===== src/logic/dpbc_defs.svh =====
// Purpose: shared constants of the dual-port burst counter and mailbox logic
// Assumes: 17-bit port address, four byte lanes per port
// Notes: widths here are defaults; modules take them as parameters
`ifndef DPBC_DEFS_SVH
`define DPBC_DEFS_SVH

`define DPBC_ADDR_W 17
`define DPBC_LANES 4
`define DPBC_MBOX_RIGHT 17'h1ffff
`define DPBC_MBOX_LEFT 17'h1fffe
`define DPBC_CNT_RST 17'h00000
`define DPBC_MASK_RST 17'h1ffff
`define DPBC_STEP_ONE 17'h00001
`define DPBC_STEP_TWO 17'h00002
`define DPBC_PORTS 2

`endif


===== src/logic/dpbc_pkg.sv =====
// Purpose: types of the dual-port burst counter and mailbox logic
// Assumes: decoded control is one operation per port per cycle
// Notes: decode order follows the counter/mask control table
package dpbc_pkg;

    typedef enum logic [3:0] {
        DPBC_CNT_CLR,
        DPBC_CNT_LOAD,
        DPBC_CNT_READ,
        DPBC_CNT_INC,
        DPBC_CNT_HOLD,
        DPBC_MSK_CLR,
        DPBC_MSK_LOAD,
        DPBC_MSK_READ,
        DPBC_MSK_UNDEF
    } dpbc_op_t;

    function automatic dpbc_op_t dpbc_decode(input logic sel, input logic clr_n,
                                             input logic strobe_n, input logic cen_n);
        dpbc_op_t op;
        op = DPBC_CNT_HOLD;
        if (sel) begin
            if (!clr_n) op = DPBC_CNT_CLR;
            else if (!strobe_n && !cen_n) op = DPBC_CNT_LOAD;
            else if (!strobe_n) op = DPBC_CNT_READ;
            else if (!cen_n) op = DPBC_CNT_INC;
            else op = DPBC_CNT_HOLD;
        end else begin
            if (!clr_n) op = DPBC_MSK_CLR;
            else if (!strobe_n && !cen_n) op = DPBC_MSK_LOAD;
            else if (!strobe_n) op = DPBC_MSK_READ;
            else op = DPBC_MSK_UNDEF;
        end
        return op;
    endfunction

endpackage


===== src/logic/dpbc_counter.sv =====
// Purpose: burst counter with mask and mirror registers for one port
// Assumes: op is already decoded and sampled on the port clock
// Notes: cnt_d is the address used by this cycle's access
`timescale 1ns/1ps
`include "dpbc_defs.svh"
module dpbc_counter #(
    parameter int AW = `DPBC_ADDR_W
) (
    input wire logic clk,
    input wire logic rst,
    input wire dpbc_pkg::dpbc_op_t op,
    input wire logic [AW-1:0] addr_in,
    output logic [AW-1:0] cnt_q,
    output logic [AW-1:0] mask_q,
    output logic [AW-1:0] mirror_q,
    output logic [AW-1:0] cnt_d,
    output logic wrap_irq_n_q
);
    localparam logic [AW-1:0] ALL_ONES = {AW{1'b1}};
    localparam logic [AW-1:0] CNT_RST = AW'(`DPBC_CNT_RST);
    localparam logic [AW-1:0] MASK_RST = AW'(`DPBC_MASK_RST);
    localparam logic [AW-1:0] STEP_ONE = AW'(`DPBC_STEP_ONE);
    localparam logic [AW-1:0] STEP_TWO = AW'(`DPBC_STEP_TWO);

    logic [AW-1:0] mask_d;
    logic [AW-1:0] mirror_d;
    logic wrap_irq_n_d;
    logic [AW-1:0] step;
    logic [AW-1:0] sum;
    logic at_top;

    always_comb begin
        cnt_d = cnt_q;
        mask_d = mask_q;
        mirror_d = mirror_q;
        wrap_irq_n_d = wrap_irq_n_q;
        // a cleared mask bit 0 freezes the lsb, so count in twos
        step = mask_q[0] ? STEP_ONE : STEP_TWO;
        // carry into masked upper bits is dropped by the mask below
        sum = (cnt_q & mask_q) + step;
        at_top = ((cnt_q | ~mask_q) == ALL_ONES);
        case (op)
            dpbc_pkg::DPBC_CNT_CLR: begin
                cnt_d = cnt_q & ~mask_q;
                mirror_d = mirror_q & ~mask_q;
                wrap_irq_n_d = 1'b1;
            end
            dpbc_pkg::DPBC_CNT_LOAD: begin
                cnt_d = addr_in;
                mirror_d = addr_in;
                wrap_irq_n_d = 1'b1;
            end
            dpbc_pkg::DPBC_CNT_INC: begin
                if (at_top) begin
                    cnt_d = mirror_q;
                end else begin
                    cnt_d = (cnt_q & ~mask_q) | (sum & mask_q);
                end
                // flag follows the value the increment produced
                wrap_irq_n_d = !((cnt_d | ~mask_q) == ALL_ONES);
            end
            dpbc_pkg::DPBC_MSK_CLR: begin
                mask_d = MASK_RST;
                wrap_irq_n_d = 1'b1;
            end
            dpbc_pkg::DPBC_MSK_LOAD: begin
                mask_d = addr_in;
                wrap_irq_n_d = 1'b1;
            end
            // readback, hold and the undefined mask case keep all registers
            default: begin
                cnt_d = cnt_q;
            end
        endcase
    end

    always_ff @(posedge clk or posedge rst) begin
        if (rst) begin
            cnt_q <= CNT_RST;
            mirror_q <= CNT_RST;
            mask_q <= MASK_RST;
            wrap_irq_n_q <= 1'b1;
        end else begin
            cnt_q <= cnt_d;
            mirror_q <= mirror_d;
            mask_q <= mask_d;
            wrap_irq_n_q <= wrap_irq_n_d;
        end
    end
endmodule


===== src/logic/dpbc_mailbox.sv =====
// Purpose: one mailbox interrupt flag, active low
// Assumes: set and clear are single-cycle strobes on the common clock
// Notes: a set in the same cycle as a clear wins
`timescale 1ns/1ps
module dpbc_mailbox (
    input wire logic clk,
    input wire logic rst,
    input wire logic set,
    input wire logic clr,
    output logic irq_n_q
);
    logic irq_n_d;

    always_comb begin
        irq_n_d = irq_n_q;
        if (set) begin
            irq_n_d = 1'b0;
        end else if (clr) begin
            irq_n_d = 1'b1;
        end
    end

    always_ff @(posedge clk or posedge rst) begin
        if (rst) begin
            irq_n_q <= 1'b1;
        end else begin
            irq_n_q <= irq_n_d;
        end
    end
endmodule


===== src/logic/dpbc_top.sv =====
// Purpose: per-port burst counter, counter wrap flag and mailbox flags of a dual-port RAM
// Assumes: both ports run on clk; rst is the master reset, active high, asynchronous
// Notes: the memory array itself sits outside; this block drives its address and strobes
//
// Behaviour
// master reset zeroes counters, masks to ones
// master reset drives all interrupts high
// system applies one master reset after power-up
// top word right mailbox, next left
// other port write with lane sets flag
// owner read with lane clears flag
// set and clear act on that edge
// other read, own write leave flags
// counter select decodes five counter operations
// mask select decodes three mask operations
// counter, mask and mirror per port
// controls sampled on clock, ignore enables
// load writes counter and mirror together
// master loads only contiguous mask values
// readback on address lines, data three-stated
// mask reset sets all mask bits
// counter reset clears unmasked bits only
// increment by one or two, unmasked
// increment at top reloads from mirror
// wrap flag low when increment reaches top
// wrap flag high on other increment
// wrap flag may feed counter clear
// hold keeps all three registers
// loads and resets also raise flag
// mailbox flag active low, owner clears
// simultaneous set and clear, set wins
`timescale 1ns/1ps
`include "dpbc_defs.svh"
module dpbc_top #(
    parameter int AW = `DPBC_ADDR_W,
    parameter int LANES = `DPBC_LANES
) (
    input wire logic clk,
    input wire logic rst,
    input wire logic counter_or_mask_sel_l,
    input wire logic counter_clear_n_l,
    input wire logic addr_strobe_n_l,
    input wire logic count_enable_n_l,
    input wire logic chip_sel_lo_n_l,
    input wire logic chip_sel_hi_l,
    input wire logic write_n_l,
    input wire logic [LANES-1:0] byte_lane_sel_n_l,
    input wire logic [AW-1:0] addr_in_l,
    output logic [AW-1:0] addr_out_l,
    output logic addr_out_en_l,
    output logic dq_hiz_l,
    output logic [AW-1:0] mem_addr_l,
    output logic mem_wr_l,
    output logic mem_rd_l,
    output logic [LANES-1:0] mem_lane_n_l,
    output logic wrap_irq_n_l,
    output logic mbox_irq_n_l,
    input wire logic counter_or_mask_sel_r,
    input wire logic counter_clear_n_r,
    input wire logic addr_strobe_n_r,
    input wire logic count_enable_n_r,
    input wire logic chip_sel_lo_n_r,
    input wire logic chip_sel_hi_r,
    input wire logic write_n_r,
    input wire logic [LANES-1:0] byte_lane_sel_n_r,
    input wire logic [AW-1:0] addr_in_r,
    output logic [AW-1:0] addr_out_r,
    output logic addr_out_en_r,
    output logic dq_hiz_r,
    output logic [AW-1:0] mem_addr_r,
    output logic mem_wr_r,
    output logic mem_rd_r,
    output logic [LANES-1:0] mem_lane_n_r,
    output logic wrap_irq_n_r,
    output logic mbox_irq_n_r
);
    localparam int NP = `DPBC_PORTS;
    localparam logic [AW-1:0] MBOX_RIGHT = AW'(`DPBC_MBOX_RIGHT);
    localparam logic [AW-1:0] MBOX_LEFT = AW'(`DPBC_MBOX_LEFT);

    // index 0 is the left port, index 1 the right port
    logic sel [NP];
    logic clr_n [NP];
    logic strobe_n [NP];
    logic cen_n [NP];
    logic enabled [NP];
    logic wr_n [NP];
    logic [LANES-1:0] lane_n [NP];
    logic [AW-1:0] addr_in [NP];
    logic [AW-1:0] mbox_addr [NP];

    dpbc_pkg::dpbc_op_t op [NP];
    logic [AW-1:0] cnt_q [NP];
    logic [AW-1:0] mask_q [NP];
    logic [AW-1:0] mirror_q [NP];
    logic [AW-1:0] cnt_d [NP];
    logic wrap_q [NP];
    logic mbox_q [NP];

    logic access [NP];
    logic is_write [NP];
    logic is_read [NP];
    logic hits_mbox [NP][NP];
    logic mbox_set [NP];
    logic mbox_clr [NP];

    logic [AW-1:0] addr_out_q [NP];
    logic [AW-1:0] addr_out_d [NP];
    logic addr_out_en_q [NP];
    logic addr_out_en_d [NP];
    logic dq_hiz_q [NP];
    logic dq_hiz_d [NP];
    logic mem_wr_q [NP];
    logic mem_wr_d [NP];
    logic mem_rd_q [NP];
    logic mem_rd_d [NP];
    logic [LANES-1:0] mem_lane_n_q [NP];
    logic [LANES-1:0] mem_lane_n_d [NP];

    assign sel[0] = counter_or_mask_sel_l;
    assign sel[1] = counter_or_mask_sel_r;
    assign clr_n[0] = counter_clear_n_l;
    assign clr_n[1] = counter_clear_n_r;
    assign strobe_n[0] = addr_strobe_n_l;
    assign strobe_n[1] = addr_strobe_n_r;
    assign cen_n[0] = count_enable_n_l;
    assign cen_n[1] = count_enable_n_r;
    assign enabled[0] = !chip_sel_lo_n_l && chip_sel_hi_l;
    assign enabled[1] = !chip_sel_lo_n_r && chip_sel_hi_r;
    assign wr_n[0] = write_n_l;
    assign wr_n[1] = write_n_r;
    assign lane_n[0] = byte_lane_sel_n_l;
    assign lane_n[1] = byte_lane_sel_n_r;
    assign addr_in[0] = addr_in_l;
    assign addr_in[1] = addr_in_r;
    assign mbox_addr[0] = MBOX_LEFT;
    assign mbox_addr[1] = MBOX_RIGHT;

    genvar p;
    genvar o;
    generate
        for (p = 0; p < NP; p++) begin : g_port
            // counter and mask decode ignores the chip enables entirely
            assign op[p] = dpbc_pkg::dpbc_decode(sel[p], clr_n[p], strobe_n[p],
                                                 cen_n[p]);

            dpbc_counter #(
                .AW(AW)
            ) u_counter (
                .clk(clk),
                .rst(rst),
                .op(op[p]),
                .addr_in(addr_in[p]),
                .cnt_q(cnt_q[p]),
                .mask_q(mask_q[p]),
                .mirror_q(mirror_q[p]),
                .cnt_d(cnt_d[p]),
                .wrap_irq_n_q(wrap_q[p])
            );

            // a readback cycle drives the address lines, so it is no array access
            assign access[p] = enabled[p] && (lane_n[p] != '1) &&
                               (op[p] != dpbc_pkg::DPBC_CNT_READ) &&
                               (op[p] != dpbc_pkg::DPBC_MSK_READ);
            assign is_write[p] = access[p] && !wr_n[p];
            assign is_read[p] = access[p] && wr_n[p];

            for (o = 0; o < NP; o++) begin : g_hit
                assign hits_mbox[p][o] = (cnt_d[p] == mbox_addr[o]);
            end

            // only the far port sets, only the owner clears
            assign mbox_set[p] = is_write[NP-1-p] && hits_mbox[NP-1-p][p];
            assign mbox_clr[p] = is_read[p] && hits_mbox[p][p];

            dpbc_mailbox u_mailbox (
                .clk(clk),
                .rst(rst),
                .set(mbox_set[p]),
                .clr(mbox_clr[p]),
                .irq_n_q(mbox_q[p])
            );

            always_comb begin
                addr_out_d[p] = '0;
                addr_out_en_d[p] = 1'b0;
                dq_hiz_d[p] = 1'b0;
                if (op[p] == dpbc_pkg::DPBC_CNT_READ) begin
                    addr_out_d[p] = cnt_q[p];
                    addr_out_en_d[p] = 1'b1;
                    dq_hiz_d[p] = enabled[p];
                end else if (op[p] == dpbc_pkg::DPBC_MSK_READ) begin
                    addr_out_d[p] = mask_q[p];
                    addr_out_en_d[p] = 1'b1;
                    dq_hiz_d[p] = enabled[p];
                end
                mem_wr_d[p] = is_write[p];
                mem_rd_d[p] = is_read[p];
                mem_lane_n_d[p] = access[p] ? lane_n[p] : '1;
            end

            always_ff @(posedge clk or posedge rst) begin
                if (rst) begin
                    addr_out_q[p] <= '0;
                    addr_out_en_q[p] <= 1'b0;
                    dq_hiz_q[p] <= 1'b0;
                    mem_wr_q[p] <= 1'b0;
                    mem_rd_q[p] <= 1'b0;
                    mem_lane_n_q[p] <= '1;
                end else begin
                    addr_out_q[p] <= addr_out_d[p];
                    addr_out_en_q[p] <= addr_out_en_d[p];
                    dq_hiz_q[p] <= dq_hiz_d[p];
                    mem_wr_q[p] <= mem_wr_d[p];
                    mem_rd_q[p] <= mem_rd_d[p];
                    mem_lane_n_q[p] <= mem_lane_n_d[p];
                end
            end
        end
    endgenerate

    // all outputs below are flop outputs passed straight to the pins
    assign addr_out_l = addr_out_q[0];
    assign addr_out_en_l = addr_out_en_q[0];
    assign dq_hiz_l = dq_hiz_q[0];
    assign mem_addr_l = cnt_q[0];
    assign mem_wr_l = mem_wr_q[0];
    assign mem_rd_l = mem_rd_q[0];
    assign mem_lane_n_l = mem_lane_n_q[0];
    assign wrap_irq_n_l = wrap_q[0];
    assign mbox_irq_n_l = mbox_q[0];
    assign addr_out_r = addr_out_q[1];
    assign addr_out_en_r = addr_out_en_q[1];
    assign dq_hiz_r = dq_hiz_q[1];
    assign mem_addr_r = cnt_q[1];
    assign mem_wr_r = mem_wr_q[1];
    assign mem_rd_r = mem_rd_q[1];
    assign mem_lane_n_r = mem_lane_n_q[1];
    assign wrap_irq_n_r = wrap_q[1];
    assign mbox_irq_n_r = mbox_q[1];
endmodule


===== config.mk =====
export PLATFORM = sky130hd
export DESIGN_NAME = dpbc_top
export DESIGN_NICKNAME = d
export VERILOG_FILES = /design/src/logic/dpbc_pkg.sv /design/src/logic/dpbc_counter.sv /design/src/logic/dpbc_mailbox.sv /design/src/logic/dpbc_top.sv
export VERILOG_INCLUDE_DIRS = /design/src /design/src/logic
export SDC_FILE = /design/constraint.sdc
export NUM_CORES = 1
export LEC_CHECK = 0
export BUFFER_PORTS_ARGS = -buffer_cell sky130_fd_sc_hd__buf_4
export CAP_MARGIN = 5
export CORE_MARGIN = 5
export CORE_UTILIZATION = 35
export DETAILED_ROUTE_END_ITERATION = 6
export HOLD_SLACK_MARGIN = 0.1
export PLACE_DENSITY = 0.52
export SETUP_SLACK_MARGIN = 0.02
export SLEW_MARGIN = 20
export SYNTH_ARGS = -nofsm -noshare
export SYNTH_HDL_FRONTEND = slang
export SYNTH_SLANG_ARGS = --single-unit

===== constraint.sdc =====
create_clock -name clk -period 13.24 [get_ports clk]
set_input_delay 1.324 -clock clk [delete_from_list [all_inputs] [get_ports clk]]
set_output_delay 1.324 -clock clk [all_outputs]
set_load 0.02 [all_outputs]

### Yosys cells after proc, flatten, opt, wreduce, memory -nomap -nowiden

Cells that the tools add are included.

| storage, ports and cells | value |
|---|---|
| bits in registers | 156 |
| input bits | 58 |
| output and inout bits | 88 |
| word-level logic and storage cells | 154 |

| operators by class | value |
|---|---|
| add/sub/neg operators | 2 |
| equality and inequality tests | 26 |
| mux-type cells | 48 |
| bitwise operators | 16 |
| reduce and logical (&&, ||, !) cells | 40 |

Operators with widths:

| cell | number |
|---|---|
| $and 17x17->17 | 8 |
| $eq 17x17->1 const B | 8 |
| $mux 17 | 8 |
| $pmux 17 s2 | 4 |
| $or 17x17->17 | 6 |
| $pmux 17 s3 | 2 |
| $mux 4 | 10 |
| $add 17x17->17 | 2 |
| $not 17->17 | 2 |
| $eq 4x3->1 const B | 6 |
| $mux 3 | 8 |
| $logic_and 1x1->1 | 18 |
| $eq 4x2->1 const B | 4 |
| $reduce_bool 2->1 | 8 |
| $mux 1 | 12 |
| $logic_not 1->1 | 10 |
| $eq 4x1->1 const B | 2 |
| $logic_not 4->1 | 2 |
| $ne 4x2->1 const B | 2 |
| $ne 4x3->1 const B | 2 |
| $ne 4x4->1 const B | 2 |
| $reduce_or 4->1 | 2 |
| $mux 2 | 2 |
| $pmux 1 s2 | 2 |

### Depth between registers and ports, before layout

Gate-level depths: netlist (run 1).

| depth | value |
|---|---|
| depth after elaboration | 12 |
| depth in mapped cells | 13 |
| gate-level depth less buffers | 12 |

### By module

Synthesis (run 1) repeated with hierarchy kept, for this count alone.

| second synthesis, totals | value |
|---|---|
| cells, all modules | 891 |
| area, all modules | 8829.7 um2 |

By module, submodules not included:

| module | instances | cells each | area each (um2) | sequential area each (um2) |
|---|---|---|---|---|
| dpbc_counter (g_port[1].u_counter) | 1 | 361 | 3294.4 | 1323.8 |
| dpbc_counter (g_port[0].u_counter) | 1 | 354 | 3244.4 | 1323.8 |
| dpbc_top | 1 | 170 | 2210.9 | 1261.2 |
| dpbc_mailbox | 2 | 3 | 40.0 | 26.3 |

### Worst setup path before layout (run 1)

No wires, ideal clock.

| path | value |
|---|---|
| path kind | input port to flip-flop |
| start point | in addr_strobe_n_l |
| end point | reg g_port[1].u_mailbox.irq_n_q |
| setup time | 0.088 ns |
| arrival | 3.826 ns |
| data required time | 13.152 ns |
| slack | 9.326 ns |
| stages on the path | 13 |
| path buffers | 2 |
| cells stage by stage | inv_1 -> ha_1 -> or3b_1 -> and3_1 -> clkbuf_1 -> and3_1 -> buf_2 -> or4b_1 -> a41o_1 -> a21oi_1 -> nand4_1 -> nor3_1 -> a31oi_1 |

| on the way | value |
|---|---|
| longest elaborated chain between the ends | 11 |
| elaborated cells between the ends (all ways) | 22 |
| those cells by class | eq/ne: 5; mux: 9; reduce/logical: 8 |

Ends and longest elaborated chain:

| element | RTL line | RTL |
|---|---|---|
| start, declared | dpbc_top.sv:42 | `input wire logic addr_strobe_n_l,` |
| $logic_not 1->1 | - |  |
| $logic_and 1x1->1 | dpbc_pkg.sv:24, dpbc_pkg.sv:30 |  |
| $mux 4 or $mux 3 (tied branches) | dpbc_pkg.sv:30, dpbc_pkg.sv:24 |  |
| $mux 4 or $mux 3 (tied branches) | dpbc_pkg.sv:29, dpbc_pkg.sv:23 |  |
| $mux 4 * | dpbc_pkg.sv:22 | `if (sel) begin` |
| branches (longest 4 deep; another with $pmux 17 s3) | - |  |
| $logic_and 1x1->1 * | dpbc_top.sv:173 | `assign mbox_set[p] = is_write[NP-1-p] && hits_mbox[NP-1-p][p];` |
| $mux 1 or $reduce_bool 2->1 (tied branches) | - |  |
| end signal, assigned | dpbc_mailbox.sv:27 | `irq_n_q <= irq_n_d;` |
| end, declared | dpbc_mailbox.sv:10 | `output logic irq_n_q` |

Mark *: on every way between the ends.
A chain may end at the register's enable or synchronous reset.

==> impl_metrics.csv, run 1 <==
group,metric,value,unit
detailed_routing,vias_per_cell,5.82,
worst_setup_path,worst_setup_path_start_kind,"flip-flop",
worst_setup_path,r2r_cells,9,
yosys,synth_seq_cells,156,
grt,grt_pass1_vias,8430,
timing,drv_slew,0,
yosys,yosysSeqAreaShare,0.439,
yosys,yosys_warnings,0,
die,dieHeight,171,um
yosys,ys_top_cells_by_area,"dfrtp_1 31%, dfstp_2 13%, a22o_1 5.1%",
clock_network,cts_tree,"yes",
yosys,synth_cell_type_count,80,
grt,overflow,0,
timing,min_period_over_period,0.319,
clock_network,cts_buffers,17,
die,die_width,171,um
yosys,yosys-top-cells-count,"115 x nand2_1, 110 x dfrtp_1, 77 x o21ai_0",
timing,hold_viol,0,
worst_setup_path,r2r-start,"g_port[1].u_counter.cnt_q[7]",
grt,antenna_found_initial,1,
pwr,power,1350,uW
layout,drive_gt1_frac,0.245,
worst_setup_path,arrival,4590,ps
clock_network,post_cts_resized,0,
flow_run,max-cap-violations,0,
die,initial_core_util,0.357,
timing,clock_skew,11.9,ps
clock_network,clock_latency,440,ps
grt,grt_use_total,0.223,
place,place_ws,8810,ps
timing,worst_slew_pin_slew,1080,ps
yosys,syn_nets,1056,
detailed_routing,dr.pass1.iters,6,
pwr,power_density,123,nW/um2
worst_setup_path,path_max_fanout,14,
min_path,hp-start,"g_port[0].u_counter.mirror_q[4]",
timing,fmax,0.237,GHz
timing,setup_viol,0,
die,fp.dieArea,29100,um2
detailed_routing,drc,0,
place,numPortBuffers,145,
worst_setup_path,timing.rr.end,"g_port[0].u_mailbox.irq_n_q",
yosys,yosysTopAreaCell,"dfrtp_1",
timing,tns,0,ps
layout,layout.nets,1165,
clock_network,htreeDepth,4,
layout,syn_to_final_growth,21.2,%
grt,grt_max_degree,102,
worst_setup_path,cp-end-kind,"flip-flop",
place,dp_hpwl,22700,um
grt,grt_pass1_wl,50600,um
clock_network,cts_setup_buffers,0,
yosys,postSynth.asyncResetShare,1.00,
detailed_routing,routed_wirelength,32500,um
worst_setup_path,critPathKind,"reg2reg",
pwr,leakagePower,0.00486,uW
clock_network,cts_hold_buf,0,
yosys,synthFlopType,"dfrtp_1",
min_path,min_to,"g_port[0].u_counter.mirror_q[4]",
min_path,hp-class,"reg2reg",
worst_setup_path,rrSetupSlack,9020,ps
yosys,synth.top_cell.area_share,0.305,
worst_setup_path,worstPathRequired,13610,ps
clock_network,clock_sinks,156,
yosys,synth_most_common_cell,"nand2_1",
timing,grt_setup_unrepaired,"no",
outcome,status,"finished, final reports clean",
yosys,synth_area,9020,um2
yosys,synth_edf_count,0,
timing,fin_ws,9020,ps
clock_network,clockBufferDepth,2,
pwr,vdd_drop_max,0.0000713,V
yosys,postSynthCellCount,981,
detailed_routing,num_vias,8334,
min_path,holdPathStages,2,
clock_network,path_clk_slew,70,ps
detailed_routing,dr.first_iter.drc_count,805,
detailed_routing,antenna_left,0,
timing,min_period,4220,ps
layout,num_antenna_cells,0,
detailed_routing,avgRoutedWirePerCell,22.7,um
die,rows,58,
yosys,avgSynthCellArea,9.19,um2
place,gp_congestion,0.915,
timing,slew_headroom,0.273,
clock_network,root_buffer,"clkbuf_16",
die,io_pins,146,
die,core,25300,um2
-- cells by family (layout without fill, tap and decap cells) --
family | count (synthesis) | in the layout | share of synthesized area
and+or+nand+nor | 358 | 358 | 0.206
DFF | 156 | 156 | 0.439
adders and majority gates | 17 | 17 | 0.0252
xor gates and xnor gates | 34 | 34 | 0.0330
buffers and inverters | 104 | 226 | 0.0447
AOI/OAI and AO/OA | 303 | 303 | 0.242
muxes | 9 | 9 | 0.00999
-- per-stage QoR --
step           area (um2)  hold WS [ps]  std cells  utilization
4_1_cts             10900           490       1433        0.433
6_report            10900           491       1433        0.433
3_5_place_dp        10400           472       1401        0.411
3_3_place_gp        10400           465       1401        0.411
5_1_grt             10900           513       1433        0.433
2_1_floorplan        9020           445        981            -
-- area by class of cell --
| cell class | instances | area [um2] |
|---|---|---|
| Clock buffer | 20 | 457 |
| Clock inverter | 12 | 103 |
| Fill cell | 2506 | 14300 |
| Inverter | 37 | 144 |
| Multi-Input combinational cell | 721 | 4680 |
| Sequential cell | 156 | 3960 |
| Tap cell | 330 | 413 |
| Timing Repair Buffer | 157 | 1180 |
-- worst max-delay path, stage by stage, from the launching register on --
cell and delay, ps:
dfrtp_1 480, inv_1 150, a2111oi_0 870, nand2_1 620
nor3_2 960, nor3_1 150, or3_1 420, nor4bb_1 150
a41oi_1 220, o21a_1 140
-- where the power goes --
part | switching [uW] | internal [uW]
clock network | 222 | 255
logic | 154 | 110
registers | 75.2 | 531
-- state kept, by name, indices dropped and copies added, names as in the netlist, 2 cells and up --
| name | cells |
|---|---|
| addr_out_l | 17 |
| addr_out_r | 17 |
| g_port.u_counter.cnt_q | 34 |
| g_port.u_counter.mask_q | 34 |
| g_port.u_counter.mirror_q | 34 |
| g_port.u_counter.wrap_irq_n_q | 2 |
| g_port.u_mailbox.irq_n_q | 2 |
| mem_lane_n_l | 4 |
| mem_lane_n_r | 4 |
-- layer usage --
metal / vias up / wire length (um) / track usage
met5: - / 13 / 0
li1: 3857 / - / -
met4: 2 / 547 / 0.0622
met2: 294 / 15300 / 0.361
met1: 4142 / 14500 / 0.309
met3: 39 / 2160 / 0.0400
-- worst max-delay path by stage --
stage,from,endpoint,slack (ps),cells after the start
2_1_floorplan,rst,addr_out_en_l,7790,1
3_3_place_gp,count_enable_n_l,g_port[1].u_mailbox.irq_n_q,8850,12
3_5_place_dp,count_enable_n_l,g_port[1].u_mailbox.irq_n_q,8810,12
4_1_cts,g_port[1].u_counter.cnt_q[7],g_port[1].u_mailbox.irq_n_q,9140,9
5_1_grt,g_port[1].u_counter.cnt_q[7],g_port[1].u_mailbox.irq_n_q,8690,9
6_report,g_port[1].u_counter.cnt_q[7],g_port[0].u_mailbox.irq_n_q,9020,9
-- cells in the final DEF (no fill, tap or decap), types with 24 or more instances in the layout --
| master | instances |
|---|---|
| buf_4 | 157 |
| nand2_1 | 115 |
| dfrtp_1 | 110 |
| o21ai_0 | 77 |
| a22o_1 | 53 |
| dfstp_2 | 46 |
| nor2_1 | 43 |
| nand3_1 | 42 |
| inv_1 | 36 |
| o22a_1 | 34 |
| a21oi_1 | 24 |
| nand4_1 | 24 |
Power figures use the tool's default switching activity.
==> inputs of run 2 (changes only) <==
==> constraint.sdc (replaced) <==
create_clock -name clk -period 4.16 [get_ports clk]
set_input_delay 0.416 -clock clk [delete_from_list [all_inputs] [get_ports clk]]
set_output_delay 0.416 -clock clk [all_outputs]
set_load 0.02 [all_outputs]
==> run 2 against run 1 <==
Against the previous run:
- via count is 2.2% higher
- critical path type unchanged
- count of clock-buffer cells in the layout is 1 higher
- highest routed layer is now met4
- total power grew to 3.3 times the previous value
==> impl_metrics.csv, run 2 (synthesis gave the netlist of run 1 again) <==
group,metric,value,unit
grt,grt_pass1_vias,8577,
clock_network,cts_setup_buffers,0,
worst_setup_path,r2r_cells,13,
detailed_routing,dr.first_iter.drc_count,557,
grt,grt_use_total,0.226,
clock_network,htreeDepth,4,
timing,grt_setup_unrepaired,"no",
layout,syn_to_final_growth,23.3,%
place,gp_congestion,0.907,
detailed_routing,dr.pass1.iters,5,
die,io_pins,146,
layout,final_common_cell,"buf_4",
worst_setup_path,cp-end-kind,"flip-flop",
min_path,holdPathStages,2,
place,numPortBuffers,145,
detailed_routing,vias_per_cell,5.87,
die,core,25300,um2
die,initial_core_util,0.357,
pwr,leakagePower,0.00497,uW
pwr,power_density,397,nW/um2
worst_setup_path,crit_start,"g_port[0].u_counter.mask_q[0]",
clock_network,clockBufferDepth,2,
min_path,hp-start,"write_n_l",
detailed_routing,antenna_left,0,
die,rows,58,
clock_network,post_cts_resized,0,
worst_setup_path,r2r-start,"g_port[0].u_counter.mask_q[0]",
worst_setup_path,rrSetupSlack,430,ps
timing,fmax,0.268,GHz
clock_network,clock_sinks,156,
timing,tns,0,ps
worst_setup_path,timing.rr.end,"g_port[1].u_mailbox.irq_n_q",
detailed_routing,num_vias,8520,
flow_run,max-cap-violations,0,
layout,mostFrequentLayoutCells,"173 x buf_4, 115 x nand2_1, 110 x dfrtp_1",
layout,layout.nets,1182,
timing,worst_slew_pin_slew,990,ps
detailed_routing,routed_wirelength,32900,um
timing,setup_viol,0,
place,dp_hpwl,23200,um
min_path,hp-class,"in2reg",
die,die_width,171,um
clock_network,clock_latency,430,ps
timing,min_period,3730,ps
grt,overflow,0,
worst_setup_path,worstPathRequired,4500,ps
worst_setup_path,path_cells,"ha_1 > inv_1 > fa_1 > nand4b_1 > nor4_1 > buf_4 > nand4_1 > xor2_1 > o221ai_1 > a21boi_0 > nand4_1 > nor3_1 > a31oi_1",
worst_setup_path,slowest_stage,"dfstp_2",
worst_setup_path,cp_slowest_stage_delay,630,ps
timing,min_period_over_period,0.897,
layout,largestRegisters,"g_port.u_counter.cnt_q (34), g_port.u_counter.mask_q (34), g_port.u_counter.mirror_q (34)",
clock_network,cts_hold_buf,0,
timing,hold_viol,0,
worst_setup_path,crit_top_cell,"nand4_1",
timing,slew_headroom,0.340,
worst_setup_path,arrival,4070,ps
clock_network,root_buffer,"clkbuf_16",
pwr,power,4420,uW
pwr,vdd_drop_max,0.000211,V
worst_setup_path,worst_setup_path_start_kind,"flip-flop",
layout,drive_gt1_frac,0.257,
outcome,status,"finished, final reports clean",
min_path,min_to,"mem_wr_l",
worst_setup_path,critPathKind,"reg2reg",
clock_network,cts_buffers,17,
detailed_routing,drc,0,
detailed_routing,avgRoutedWirePerCell,22.7,um
timing,drv_slew,0,
clock_network,cts_tree,"yes",
grt,grt_pass1_wl,51000,um
clock_network,path_clk_slew,60,ps
die,dieHeight,171,um
worst_setup_path,path_max_fanout,8,
die,fp.dieArea,29100,um2
grt,antenna_found_initial,0,
grt,grt_max_degree,157,
timing,clock_skew,12.4,ps
==> run 2: per-stage QoR <==
stage	hold slack [ps]	util	worst slack, ps	instance area, um2	std cells
final	152	0.440	429	11100	1451
after global routing	134	0.440	99.3	11100	1450
after CTS	143	0.440	454	11100	1450
after detailed placement	469	0.416	492	10500	1418
after global placement	465	0.416	465	10500	1418
after floorplan	445	-	987	9020	981
==> run 2: worst max path at each step <==
stage / slack, ps / endpoint
4_1_cts: 450 / g_port[1].u_mailbox.irq_n_q
2_1_floorplan: 990 / g_port[0].u_mailbox.irq_n_q
3_5_place_dp: 490 / g_port[1].u_mailbox.irq_n_q
3_3_place_gp: 460 / g_port[1].u_mailbox.irq_n_q
6_report: 430 / g_port[1].u_mailbox.irq_n_q
5_1_grt: 100 / g_port[1].u_mailbox.irq_n_q
==> run 2: critical path, delay by kind of cell (launching register included) <==
| kind | cells | cell delay (ps) |
|---|---|---|
| AO/OA/AOI/OAI | 3 | 690 |
| XOR/XNOR | 1 | 190 |
| adder cells (fa/ha/maj) | 2 | 680 |
| buffers and inverters | 2 | 260 |
| flip-flops | 1 | 630 |
| AND/OR/NAND/NOR | 5 | 1190 |
==> run 2: power by group <==
group	internal (uW)	switching (uW)	leakage, uW	total, uW
Clock	955	681	0.000289	1640
Sequential	1690	231	0.00198	1920
Combinational	360	501	0.00269	862
==> run 2: metal layers <==
layer	up-vias	wire [um]	global-route usage
met5	-	0	0
met4	0	736	0.0656
met3	49	2330	0.0524
met2	340	15600	0.373
met1	4248	14200	0.299
li1	3883	-	-
==> run 2: area by class of cell <==
type	count	area (um2)
well taps	330	413
clock buffers	21	480
flip-flops and latches	156	3960
clock inverters	11	130
fillers	2579	14100
multi-input cells	721	4680
inverters	37	143
diodes	1	2.50
repair buffers	174	1320
==> inputs of run 3 (changes only) <==
--- a/config.mk
+++ b/config.mk
@@ -8,7 +8,7 @@
 export LEC_CHECK = 0
 export BUFFER_PORTS_ARGS = -buffer_cell sky130_fd_sc_hd__buf_4
 export CAP_MARGIN = 5
-export CORE_MARGIN = 5
+export CORE_MARGIN = 4
 export CORE_UTILIZATION = 35
 export DETAILED_ROUTE_END_ITERATION = 6
 export HOLD_SLACK_MARGIN = 0.1
==> run 3 against run 2 <==
Against the previous run:
- die area shrank 2.3%
- wire length is 0.54% lower
- sequential cell count is the same
- critical endpoint is now g_port[0].u_mailbox.irq_n_q
- largest power group unchanged
- setup slack better by 66 ps
- fmax increased by 1.8%
- cell area rose by 0.25%
- count of clock-buffer cells in the layout shrank 2
- clock skew about the same
- critical path depth down 3
==> impl_metrics.csv, run 3 (synthesis gave the netlist of run 1 again) <==
group,metric,value,unit
outcome,status,"finished, final reports clean",
pwr,comb_power_share,0.194,
detailed_routing,avgRoutedWirePerCell,22.5,um
timing,drv_slew,0,
worst_setup_path,timing.rr.end,"g_port[0].u_mailbox.irq_n_q",
worst_setup_path,slowest_stage,"a2111oi_0",
min_path,holdPathStages,2,
worst_setup_path,worst_setup_path_start_kind,"flip-flop",
layout,drive_gt1_frac,0.259,
timing,hold_viol,0,
clock_network,cts_setup_buffers,0,
worst_setup_path,critPathKind,"reg2reg",
timing,min_period_over_period,0.881,
timing,fmax,0.273,GHz
grt,grt_use_total,0.229,
die,initial_core_util,0.357,
die,io_pins,146,
pwr,power_density,399,nW/um2
clock_network,root_buffer,"clkbuf_16",
clock_network,clockBufferDepth,2,
clock_network,clock_latency,440,ps
layout,layout.nets,1185,
pwr,switching_share,0.320,
die,die_width,169,um
worst_setup_path,critPathBufInv,1,
worst_setup_path,r2r_cells,10,
worst_setup_path,crit_family,"compound AO/OA/AOI/OAI gates",
detailed_routing,vias_per_cell,5.88,
pwr,vdd_drop_max,0.000178,V
pwr,internal-power,3030,uW
worst_setup_path,path_max_fanout,12,
clock_network,path_clk_slew,70,ps
detailed_routing,drc,0,
clock_network,cts_tree,"yes",
layout,final_area,11200,um2
place,gp_congestion,0.955,
die,dieHeight,169,um
worst_setup_path,cp_slowest_stage_delay,740,ps
clock_network,htreeDepth,4,
timing,worst_slew_pin_slew,998,ps
detailed_routing,antenna_left,0,
pwr,power,4450,uW
flow_run,max-cap-violations,0,
clock_network,clock_sinks,156,
detailed_routing,num_vias,8547,
grt,antenna_found_initial,1,
timing,clock_skew,12.1,ps
pwr,sequentialPowerShare,0.431,
die,rows,58,
place,numPortBuffers,145,
layout,nFillCells,2508,
detailed_routing,dr.first_iter.drc_count,744,
layout,syn_to_final_growth,23.6,%
timing,slew_headroom,0.330,
min_path,hp-class,"in2reg",
worst_setup_path,worstPathRequired,4520,ps
timing,tns,0,ps
timing,holdWs,151,ps
clock_network,post_cts_resized,0,
layout,mostFrequentLayoutCells,"176 x buf_4, 115 x nand2_1, 110 x dfrtp_1",
detailed_routing,routed_wirelength,32800,um
grt,overflow,0,
layout,fin_util,0.442,
place,dp_hpwl,23100,um
clock_network,cts_hold_buf,0,
die,core,25300,um2
pwr,leakagePower,0.00498,uW
detailed_routing,dr.pass1.iters,5,
worst_setup_path,arrival,4030,ps
worst_setup_path,path_cells,"nor2b_1 > a2111oi_0 > and2_1 > nand3_2 > buf_4 > a221oi_1 > o21ai_0 > nor4bb_1 > a41oi_1 > o21a_1",
grt,grt_pass1_wl,51300,um
worst_setup_path,rrSetupSlack,500,ps
worst_setup_path,cp-end-kind,"flip-flop",
min_path,hp-start,"write_n_l",
pwr,pwr-share-clk,0.375,
layout,largestRegisters,"g_port.u_counter.cnt_q (34), g_port.u_counter.mask_q (34), g_port.u_counter.mirror_q (34)",
grt,grt_pass1_vias,8617,
timing,grt_setup_unrepaired,"no",
layout,final_common_cell,"buf_4",
layout,num_antenna_cells,0,
clock_network,cts_buffers,17,
grt,grt_max_degree,112,
timing,setup_viol,0,
die,fp.dieArea,28400,um2
pwr,p_switching,1420,uW
place,placed_area,10500,um2
worst_setup_path,r2r-start,"g_port[1].u_counter.cnt_q[9]",
min_path,min_to,"mem_wr_l",
timing,min_period,3660,ps
## run 3: cell types whose count changed in the layout (fill, tap and decap cells not counted), sizes merged
cell / change
buf: +3
clkbuf: -2
clkinv: +2
bufinv: +1
diode: -1
inv: -1
## run 3: power groups by stage
stage          registers (uW)  clock network, uW  logic [uW]
4_1_cts                  1910               1700         866
6_report                 1920               1670         864
3_5_place_dp             1940                  0         861
2_1_floorplan            1890                  0         506
5_1_grt                  1940               1750         952
3_3_place_gp             1940                  0         861
## run 3: layout make-up
type	instances	area (um2)	share of cell area
multi-input cells	721	4680	0.419
flip-flops and latches	156	3960	0.355
repair buffers	177	1340	0.120
clock buffers	19	453	0.0406
well taps	330	413	0.0370
clock inverters	13	165	0.0148
inverters	37	143	0.0128
## run 3: worst max-delay path by stage
stage	start	end	slack [ps]	cells after the start
finish	g_port[1].u_counter.cnt_q[9]	g_port[0].u_mailbox.irq_n_q	500	10
global route	g_port[1].u_counter.cnt_q[9]	g_port[1].u_mailbox.irq_n_q	160	10
CTS	g_port[1].u_counter.cnt_q[9]	g_port[0].u_mailbox.irq_n_q	570	10
detailed placement	g_port[0].u_counter.mask_q[0]	g_port[1].u_mailbox.irq_n_q	620	13
global placement	g_port[0].u_counter.mask_q[0]	g_port[1].u_mailbox.irq_n_q	630	13
floorplan	g_port[1].u_counter.mask_q[1]	g_port[0].u_mailbox.irq_n_q	990	13
## run 3: layer usage
| layer | wire, um | track usage | vias to the layer above |
|---|---|---|---|
| li1 | - | - | 3893 |
| met1 | 14600 | 0.314 | 4255 |
| met2 | 15300 | 0.371 | 340 |
| met3 | 2180 | 0.0465 | 57 |
| met4 | 680 | 0.0593 | 2 |
| met5 | 13 | 0 | - |
## run 3: stage by stage
step / std cells / worst slack (ps)
final: 1453 / 496
after global routing: 1453 / 155
after CTS: 1453 / 570
after detailed placement: 1421 / 621
after global placement: 1421 / 626
after floorplan: 981 / 987
